**src/design/pbs_cfg.svh**
```systemverilog
`ifndef PBS_CFG_SVH
`define PBS_CFG_SVH

// wishbone register byte offsets
`define PBS_CTRL_OFS 8'h00
`define PBS_STAT_OFS 8'h04

// control register fields
`define PBS_CTRL_LAT_LSB 0
`define PBS_CTRL_LAT_W 5
`define PBS_CTRL_ERR_BIT 8
`define PBS_CTRL_RTY_BIT 9
`define PBS_CTRL_RST 32'h0000_0000

// status register fields
`define PBS_STAT_XFER_LSB 0
`define PBS_STAT_ABRT_LSB 16
`define PBS_STAT_CNT_W 16

// response window: arbiter times out after this many cycles
`define PBS_RESP_CYC 16
// cycles from select to the first possible acknowledge, latency zero
`define PBS_ACK_BASE 3
// longest latency still answered inside the window
`define PBS_LAT_MAX (`PBS_RESP_CYC - `PBS_ACK_BASE - 1)

// defaults of the decoded range
`define PBS_BASE_DEF 32'hFFFF_8000
`define PBS_TOP_DEF 32'hFFFF_80FF
`define PBS_MSB_DEF 24

`endif

```
**src/design/pbs_pkg.sv**
```systemverilog
`default_nettype none
package pbs_pkg;
  // transfer engine states
  typedef enum logic [1:0] {
    PBS_IDLE,
    PBS_WAIT,
    PBS_DONE,
    PBS_RETRY
  } pbs_state_e;

  typedef logic [31:0] pbs_word_t;
endpackage : pbs_pkg
`default_nettype wire

```
**src/design/pbs_addr_cmp.sv**
```systemverilog
`timescale 1ns/1ps
`default_nettype none
// prefix comparator, purely combinational
module pbs_addr_cmp #(
  parameter int cmp_addr_width = 32,
  parameter int decoded_msb_count = 24,
  parameter logic [31:0] range_base = 32'hFFFF_8000
) (
  // address side
  input wire logic [cmp_addr_width-1:0] addr_i,
  input wire logic addr_valid_i,
  // select out, must be registered by the user
  output logic periph_select_out_o
);
  localparam int LSB = cmp_addr_width - decoded_msb_count;

  // wider count compares more bits, so claims less space
  assign periph_select_out_o = addr_valid_i &&
    (addr_i[cmp_addr_width-1:LSB] == range_base[cmp_addr_width-1:LSB]);
endmodule : pbs_addr_cmp
`default_nettype wire

```
**src/design/pbs_slave.sv**
```systemverilog
// What this block does
// - long transfers raise timeout suppress within 16 cycles
// - suppress stays high until transfer can finish
// - on abort suppress falls after one cycle
// - error may rise from decode onward
// - error valid whenever acknowledge is high
// - error driven only while selected
// - idle slave drives all outputs zero
// - untargeted decode leaves all outputs zero
// - compare address against base, top bounds range
// - address and data buses are 32 bits
// - select when top N bits match base
// - more decoded bits claim less space
// - comparator valid input is bus select
// - comparator address is the bus address
// - comparator output registered before use
// - comparator address width is 32
// - bidirectional pins split into three ports
// - interrupt outputs optional, application defined
// - acknowledge lasts exactly one cycle per transfer
// - acknowledge or retry within 16 cycles unless suppressed
// - never acknowledge while asserting retry
`timescale 1ns/1ps
`default_nettype none
`include "pbs_cfg.svh"
module pbs_slave #(
  parameter int bus_addr_width = 32,
  parameter int bus_data_width = 32,
  parameter logic [31:0] range_base = `PBS_BASE_DEF,
  parameter logic [31:0] range_top = `PBS_TOP_DEF,
  parameter int decoded_msb_count = `PBS_MSB_DEF,
  parameter int mem_depth = 4
) (
  // clock and reset
  input wire logic clk_i,
  input wire logic rst_i,
  // peripheral bus, master side
  input wire logic [bus_addr_width-1:0] opb_addr_i,
  input wire logic [3:0] opb_be_i,
  input wire logic [bus_data_width-1:0] opb_wdata_i,
  input wire logic opb_rnw_i,
  input wire logic opb_select_i,
  // peripheral bus, slave responses
  output pbs_pkg::pbs_word_t sl_rdata_o,
  output logic sl_xfer_ack_o,
  output logic sl_err_ack_o,
  output logic sl_retry_o,
  output logic sl_tout_sup_o,
  // wishbone control port
  input wire logic wb_cyc_i,
  input wire logic wb_stb_i,
  input wire logic wb_we_i,
  input wire logic [7:0] wb_adr_i,
  input wire logic [3:0] wb_sel_i,
  input wire logic [31:0] wb_dat_i,
  output logic [31:0] wb_dat_o,
  output logic wb_ack_o
);
  import pbs_pkg::*;

  // every port is one-way, so no pin needs the three-port split
  // interrupt outputs are optional and this slave has none

  localparam int IDX_W = $clog2(mem_depth);
  localparam int LAT_W = `PBS_CTRL_LAT_W;
  localparam int CNT_W = `PBS_STAT_CNT_W;
  localparam logic [LAT_W-1:0] LAT_MAX = LAT_W'(`PBS_LAT_MAX);

  // lane merge used by both ports; lane 3 is the most significant byte
  function automatic pbs_word_t merge(input pbs_word_t old, input pbs_word_t nw,
                                      input logic [3:0] sel);
    pbs_word_t r;
    r = old;
    for (int i = 0; i < 4; i++) begin
      if (sel[i]) begin
        r[8*i +: 8] = nw[8*i +: 8];
      end
    end
    return r;
  endfunction : merge

  pbs_state_e state;
  logic hit_q;
  logic periph_select_out;
  logic [LAT_W-1:0] wait_cnt;
  pbs_word_t ctrl;
  logic [CNT_W-1:0] xfer_cnt;
  logic [CNT_W-1:0] abort_cnt;
  pbs_word_t mem [mem_depth];
  logic [IDX_W-1:0] idx;
  logic wb_req;
  logic start;
  logic finish;
  logic aborted;
  logic out_range;
  logic [LAT_W-1:0] lat;

  // both buses are fixed at 32 bits
  if (bus_addr_width != 32 || bus_data_width != 32) begin : g_width_chk
    $error("bus widths must be 32");
  end

  // prefix decode on the live bus address and select
  pbs_addr_cmp #(
    .cmp_addr_width(32),
    .decoded_msb_count(decoded_msb_count),
    .range_base(range_base)
  ) u_cmp (
    .addr_i(opb_addr_i),
    .addr_valid_i(opb_select_i),
    .periph_select_out_o(periph_select_out)
  );

  // comparator output is only ever used through this flop
  always_ff @(posedge clk_i) begin
    if (rst_i) begin
      hit_q <= 1'b0;
    end else begin
      hit_q <= periph_select_out;
    end
  end

  // engine events; stale hit_q is masked by the live select
  assign lat = ctrl[`PBS_CTRL_LAT_LSB +: LAT_W];
  assign start = (state == PBS_IDLE) && hit_q && opb_select_i;
  assign finish = (state == PBS_WAIT) && opb_select_i && (wait_cnt == '0);
  assign aborted = (state == PBS_WAIT) && !opb_select_i;
  assign idx = opb_addr_i[2 +: IDX_W];
  // top bound of the range; beyond it inside the prefix is an error
  assign out_range = opb_addr_i > range_top;

  // transfer engine state
  always_ff @(posedge clk_i) begin
    if (rst_i) begin
      state <= PBS_IDLE;
      wait_cnt <= '0;
    end else begin
      unique case (state)
        PBS_IDLE: begin
          if (start && ctrl[`PBS_CTRL_RTY_BIT]) begin
            state <= PBS_RETRY;
          end else if (start) begin
            state <= PBS_WAIT;
            wait_cnt <= lat;
          end
        end
        PBS_WAIT: begin
          if (aborted) begin
            state <= PBS_IDLE;
          end else if (finish) begin
            state <= PBS_DONE;
          end else begin
            wait_cnt <= wait_cnt - 1'b1;
          end
        end
        PBS_DONE: begin
          // wait for the master to let go before a new decode
          if (!opb_select_i) begin
            state <= PBS_IDLE;
          end
        end
        PBS_RETRY: begin
          if (!opb_select_i) begin
            state <= PBS_IDLE;
          end
        end
      endcase
    end
  end

  // acknowledge: one cycle, never alongside retry
  always_ff @(posedge clk_i) begin
    if (rst_i) begin
      sl_xfer_ack_o <= 1'b0;
    end else begin
      sl_xfer_ack_o <= finish;
    end
  end

  // error rides with the acknowledge only, so it is valid then
  // and low whenever this slave is not the target
  always_ff @(posedge clk_i) begin
    if (rst_i) begin
      sl_err_ack_o <= 1'b0;
    end else begin
      sl_err_ack_o <= finish && (ctrl[`PBS_CTRL_ERR_BIT] || out_range);
    end
  end

  // retry holds until the master deselects; exclusive with ack
  always_ff @(posedge clk_i) begin
    if (rst_i) begin
      sl_retry_o <= 1'b0;
    end else if (start && ctrl[`PBS_CTRL_RTY_BIT]) begin
      sl_retry_o <= 1'b1;
    end else if (!opb_select_i) begin
      sl_retry_o <= 1'b0;
    end
  end

  // suppress raised at the start of a long transfer, two cycles after
  // select, held until the finishing edge; an abort drops it one cycle
  // after select falls
  always_ff @(posedge clk_i) begin
    if (rst_i) begin
      sl_tout_sup_o <= 1'b0;
    end else if (start && !ctrl[`PBS_CTRL_RTY_BIT] && lat > LAT_MAX) begin
      sl_tout_sup_o <= 1'b1;
    end else if (finish || aborted) begin
      sl_tout_sup_o <= 1'b0;
    end
  end

  // read data only in the acknowledge cycle, zero otherwise
  always_ff @(posedge clk_i) begin
    if (rst_i) begin
      sl_rdata_o <= '0;
    end else if (finish && opb_rnw_i) begin
      sl_rdata_o <= mem[idx];
    end else begin
      sl_rdata_o <= '0;
    end
  end

  // application words; written at the finishing edge so an abort
  // leaves them untouched
  always_ff @(posedge clk_i) begin
    if (rst_i) begin
      for (int i = 0; i < mem_depth; i++) begin
        mem[i] <= '0;
      end
    end else if (finish && !opb_rnw_i) begin
      mem[idx] <= merge(mem[idx], opb_wdata_i, opb_be_i);
    end
  end

  // completed and aborted transfer counters, wrap on overflow
  always_ff @(posedge clk_i) begin
    if (rst_i) begin
      xfer_cnt <= '0;
      abort_cnt <= '0;
    end else begin
      if (finish) begin
        xfer_cnt <= xfer_cnt + 1'b1;
      end
      if (aborted) begin
        abort_cnt <= abort_cnt + 1'b1;
      end
    end
  end

  // wishbone slave: answer one cycle after the strobe, drop after one
  assign wb_req = wb_cyc_i && wb_stb_i && !wb_ack_o;

  always_ff @(posedge clk_i) begin
    if (rst_i) begin
      wb_ack_o <= 1'b0;
    end else begin
      wb_ack_o <= wb_req;
    end
  end

  // control register write, byte lanes honoured; lands at the edge the
  // master samples ack, so a write counts exactly once
  always_ff @(posedge clk_i) begin
    if (rst_i) begin
      ctrl <= `PBS_CTRL_RST;
    end else if (wb_cyc_i && wb_stb_i && wb_ack_o && wb_we_i && wb_adr_i == `PBS_CTRL_OFS) begin
      ctrl <= merge(ctrl, wb_dat_i, wb_sel_i);
    end
  end

  // read mux; unmapped offsets read zero and still acknowledge
  always_ff @(posedge clk_i) begin
    if (rst_i) begin
      wb_dat_o <= '0;
    end else if (wb_req && !wb_we_i) begin
      unique case (wb_adr_i)
        `PBS_CTRL_OFS: wb_dat_o <= ctrl;
        `PBS_STAT_OFS: wb_dat_o <= {abort_cnt, xfer_cnt};
        default: wb_dat_o <= '0;
      endcase
    end else begin
      wb_dat_o <= '0;
    end
  end

  // helper: cycles since select rose, and whether any response came yet
  logic [5:0] sel_age;
  logic answered;
  always_ff @(posedge clk_i) begin
    if (rst_i || !opb_select_i) begin
      sel_age <= '0;
      answered <= 1'b0;
    end else begin
      sel_age <= (sel_age == 6'h3F) ? sel_age : sel_age + 1'b1;
      if (sl_tout_sup_o || sl_xfer_ack_o || sl_retry_o) begin
        answered <= 1'b1;
      end
    end
  end

  a_ack_single: assert property (@(posedge clk_i) disable iff (rst_i)
    sl_xfer_ack_o |=> !sl_xfer_ack_o)
    else $error("acknowledge longer than one cycle");

  a_ack_not_retry: assert property (@(posedge clk_i) disable iff (rst_i)
    !(sl_xfer_ack_o && sl_retry_o))
    else $error("acknowledge together with retry");

  a_err_with_ack: assert property (@(posedge clk_i) disable iff (rst_i)
    sl_err_ack_o |-> sl_xfer_ack_o && $past(opb_select_i) && $past(hit_q, 2))
    else $error("error outside a selected acknowledge");

  a_idle_zero: assert property (@(posedge clk_i) disable iff (rst_i)
    (state == PBS_IDLE && $past(state) == PBS_IDLE && !$past(hit_q))
      |-> sl_rdata_o == '0 && !sl_xfer_ack_o && !sl_err_ack_o && !sl_retry_o
        && !sl_tout_sup_o)
    else $error("idle slave drives nonzero output");

  a_resp_window: assert property (@(posedge clk_i) disable iff (rst_i)
    (opb_select_i && hit_q && state != PBS_IDLE && sel_age == 6'(`PBS_RESP_CYC))
      |-> answered || sl_tout_sup_o || sl_xfer_ack_o || sl_retry_o)
    else $error("no response within the timeout window");

  a_tout_hold: assert property (@(posedge clk_i) disable iff (rst_i)
    (sl_tout_sup_o && opb_select_i && !finish) |=> sl_tout_sup_o)
    else $error("suppress dropped before completion");

  a_tout_abort: assert property (@(posedge clk_i) disable iff (rst_i)
    (sl_tout_sup_o && $fell(opb_select_i)) |=> !sl_tout_sup_o)
    else $error("suppress held too long after abort");

  a_hit_reg: assert property (@(posedge clk_i) disable iff (rst_i)
    (opb_select_i && opb_addr_i[31 -: decoded_msb_count] != range_base[31 -: decoded_msb_count])
      |=> !hit_q)
    else $error("foreign address registered as hit");

  a_hit_match: assert property (@(posedge clk_i) disable iff (rst_i)
    (opb_select_i && opb_addr_i[31 -: decoded_msb_count] == range_base[31 -: decoded_msb_count])
      |=> hit_q)
    else $error("own address not registered as hit");

  a_ack_latency: assert property (@(posedge clk_i) disable iff (rst_i)
    (start && !ctrl[`PBS_CTRL_RTY_BIT] && lat == '0)
      ##1 opb_select_i |=> sl_xfer_ack_o)
    else $error("zero latency acknowledge late");

  a_wb_answer: assert property (@(posedge clk_i) disable iff (rst_i)
    (wb_cyc_i && wb_stb_i && !wb_ack_o) |=> wb_ack_o ##1 !wb_ack_o)
    else $error("wishbone acknowledge timing wrong");
endmodule : pbs_slave
`default_nettype wire

```
**config.mk**
```make
export PLATFORM = sky130hd
export DESIGN_NAME = pbs_slave
export DESIGN_NICKNAME = d
export VERILOG_FILES = /design/src/design/pbs_pkg.sv /design/src/design/pbs_addr_cmp.sv /design/src/design/pbs_slave.sv
export VERILOG_INCLUDE_DIRS = /design/src /design/src/design
export SDC_FILE = /design/constraint.sdc
export NUM_CORES = 1
export LEC_CHECK = 0
export BUFFER_PORTS_ARGS = -buffer_cell sky130_fd_sc_hd__buf_4
export CAP_MARGIN = 20
export CORE_ASPECT_RATIO = 0.8
export CORE_MARGIN = 2
export CORE_UTILIZATION = 60
export DETAILED_ROUTE_END_ITERATION = 12
export PLACE_DENSITY = 0.94
export SLEW_MARGIN = 20
export SYNTH_ARGS = -nofsm -noshare
export SYNTH_HDL_FRONTEND = slang
export SYNTH_HIERARCHICAL = 1
export SYNTH_SLANG_ARGS = --single-unit
export TNS_END_PERCENT = 5
```
**constraint.sdc**
```tcl
create_clock -name clk_i -period 14.3 [get_ports clk_i]
set_clock_uncertainty 0.1 [all_clocks]
set_input_delay 2.86 -clock clk_i [delete_from_list [all_inputs] [get_ports clk_i]]
set_output_delay 2.86 -clock clk_i [all_outputs]
set_load 0.005 [all_outputs]
```
==> summary.md <==
| Metric | Value |
|---|---|
| Status | `finished, final reports clean` |
| Met2 routed WL | `around 14000 um` |
| Avg WL per Cell | `roughly 21 um` |
| Dpl ws | `8.22 ns` |
| FFs w/ async S/R, synth | `0%` |
| Most instantiated cells after synthesis | `193 x nor2_1, 141 x dfxtp_1, 128 x edfxtp_1` |
| Clock slew at reported path FFs | `0.06 ns` |
| CTS Buf Count | `26` |
| DPL Wire Length | `approximately 17000 um` |
| Ant diodes | `0` |
| GRT Resource Usage Total | `approximately 29%` |
| Layout cells sized above 1 | `a little over a quarter` |
| Compound-Gate Fraction of Synth Area | `6.82%` |
| Number of synthesized flops with an enable pin | `around 130` |
| Met1 wire length | `between 10000 and 15000 um` |
| Layout area overhead | `21.8%` |
| Post-CTS Resized | `0` |
| Mux contribution to synthesized area | `9.77%` |
| Filler cells | `roughly 1100` |
| Via count of the first global-routing pass | `8388` |
| Sum Neg Setup Slack | `0 ns` |
| Dpl cell area | `12500 um2` |
| Clk buf depth | `3` |
| P per Cell Area | `between 100 and 150 nW/um2` |
| Cell Area, Synth | `~11000 um2` |
| Gpl congestion | `around 0.84` |
| Number of port buffers | `approximately 180` |
| Top-Level Pins | `~190` |
| Post-synthesis xor/xnor area fraction | `under 10%` |
| Crit path max fanout | `55` |
| Worst Reg2Reg Path Length in Cells | `7` |
| Crit path time final | `5.56 ns` |
| Cell row count | `44` |
| DIE HEIGHT | `between 100 and 150 um` |
| Dominant combinational cell family by area after synthesis | `simple AND/OR/NAND/NOR gates` |
| Pins Over Slew Limit | `0` |
| Simple-Gate Fraction of Synth Area | `between 15 and 20%` |
| Largest net degree at the start of global routing | `64` |
| Die area | `19400 um2` |
| Met3 wire len | `2610 um` |
| Nets | `roughly 1200` |
| Worst slew margin | `35.1%` |
| Initial core utilization | `60.8%` |
| Synth top area share | `35.0%` |
| Mapped Cells | `roughly 950` |
| Crit end category | `flip-flop` |
| R2r startpoint | `wait_cnt[0]` |
| Area leader, netlist | `edfxtp_1` |
| TritonCTS Sinks | `~270` |
| Maximum vdd drop | `76.6 uV` |
| Post-route cell area | `13400 um2` |
| Final hold violations | `0` |
| Initial antenna violation count | `0` |
| Worst hold start | `ctrl[11]` |
| Total gr overflow | `0` |
| Top routing layer used | `met4` |
| Core Footprint | `18100 um2` |
| Tcrit/Tclk final | `between 30% and 40%` |
| Initial DRC Count | `between 700 and 800` |
| Mapped Nets | `1076` |
| Total of max-cap violations | `0` |
| # Post-CTS Setup Buffers | `0` |
| Hold EP | `ctrl[11]` |
| Vias per cell | `between 6 and 7` |
| Worst EP arrival | `around 5.5 ns` |
| Htree depth | `1` |
| Startpoint type of the worst setup path | `primary input` |
| Post-synthesis cell type count | `52` |
| Hold_buf cts | `0` |
| Antenna Nets Post-Route | `0` |
| Worst hold slack | `roughly 0.36 ns` |
| Fmax | `approximately 180 MHz` |
| Required @ worst endpoint | `approximately 14 ns` |
| Clk root buf | `clkbuf_16` |
| Synthesis warning total | `6` |
| Drt drc | `0` |
| DRT Pass-1 Iters | `5` |
| Post-synthesis sequential area ratio | `60.7%` |
| Worst R2R End | `mem[1][29]` |
| Final setup violation count | `0` |
| Post-synth top flop | `dfxtp_1` |
| Setup CP Type | `in2reg` |
| Mean post-synth cell area | `11.5 um2` |
| Synth area leaders | `edfxtp_1 35%, dfxtp_1 26%, nor2_1 6.6%` |
| Post-Synth Adder-Cell Area | `0.456%` |
| CTS tree | `yes` |
| Hold depth | `2` |
| Count leader, synth | `nor2_1` |
| RSZ-0062 raised after global routing | `no` |
| Die width | `between 150 and 200 um` |
| Layout Utilization | `74.0%` |
| Synth Register Bits | `269` |
| Clk_lat worst skew | `between 0.5 and 0.6 ns` |
| Hold Path Class | `reg2reg` |
| Worst-margin pin slew | `between 0.9 and 1 ns` |
| Setup slack, reg-to-reg | `between 10 and 15 ns` |
| WL final | `between 20000 and 30000 um` |
| P_leak | `between 5 and 6 nW` |
| First-pass GRT wire length | `44200 um` |
| DR vias | `approximately 8400` |
| Final WS setup | `~8.7 ns` |
[area by class of cell]
cell class / instances / area (um2) / area share, %
clock inverter: 12 / 96.3 / 0.721
inverter: 8 / 31.3 / 0.234
clock buffer: 35 / 788 / 5.90
multi-input combinational: 607 / 4070 / 30.4
timing repair buffer: 190 / 1430 / 10.7
tap: 230 / 288 / 2.15
sequential: 269 / 6670 / 49.9
[stage by stage]
step | std cells | power [mW]
6_report | 1351 | 1.60
5_1_grt | 1351 | 1.64
4_1_cts | 1351 | 1.60
3_5_place_dp | 1304 | 0.922
3_3_place_gp | 1304 | 0.917
2_1_floorplan | 953 | 0.880
[layer usage]
layer  vias to the layer above  global-route usage [%]
met4                         0                    7.72
met1                      4088                    39.4
met3                        54                    4.12
met5                         -                       0
met2                       513                    48.8
li1                       3747                       -
[cell usage in the layout, fill, tap and decap left out, drive strengths merged, types with 9 or more instances in the layout]
cell,instances
nor2,193
buf,190
dfxtp,141
edfxtp,128
nand2,48
and2,39
nand4,38
o21ai,35
clkbuf,35
mux2i,34
a22oi,33
mux4,32
a21oi,19
nand3,13
clkinv,12
or4,11
nor3b,10
nor3,10
xor2,9
a31o,9
xnor2,9
[critical path, cell delays in order]
cell and delay [ns]:
buf_4 0.49, nor2_1 0.08, nand3_1 0.10, buf_4 0.38
or3b_2 0.79, nand2_2 0.75
[cells by family after synthesis]
group	after synthesis
AO/OA/AOI/OAI	116
XOR/XNOR	18
adder cells (fa/ha/maj)	4
buffers and inverters	77
flip-flops	269
multiplexers	67
AND/OR/NAND/NOR	402
[where the power goes]
part | internal (mW) | switching, mW | leakage, nW
logic | 0.0383 | 0.0477 | 2.23
clock network | 0.405 | 0.291 | 0.449
registers | 0.817 | 0.00429 | 2.46
total | 1.26 | 0.343 | 5.14
[worst max-delay path by stage]
| stage | cells after the start | slack [ns] | end | from |
|---|---|---|---|---|
| after global placement | 6 | 8.25 | mem[2][6] | rst_i |
| after floorplan | 4 | 7.51 | mem[3][0] | opb_addr_i[2] |
| final | 6 | 8.74 | mem[1][29] | rst_i |
| after CTS | 6 | 8.75 | mem[2][31] | rst_i |
| after detailed placement | 6 | 8.22 | mem[2][6] | rst_i |
| after global routing | 6 | 8.58 | mem[2][31] | rst_i |
[flip-flops by register name, summed over array words and instances, names as in the netlist, 2 cells and up]
register / flops
mem: 128
ctrl: 32
sl_rdata_o: 32
wb_dat_o: 32
abort_cnt: 16
xfer_cnt: 16
wait_cnt: 5
state: 2
No activity file was read; power rests on OpenSTA's default activity.
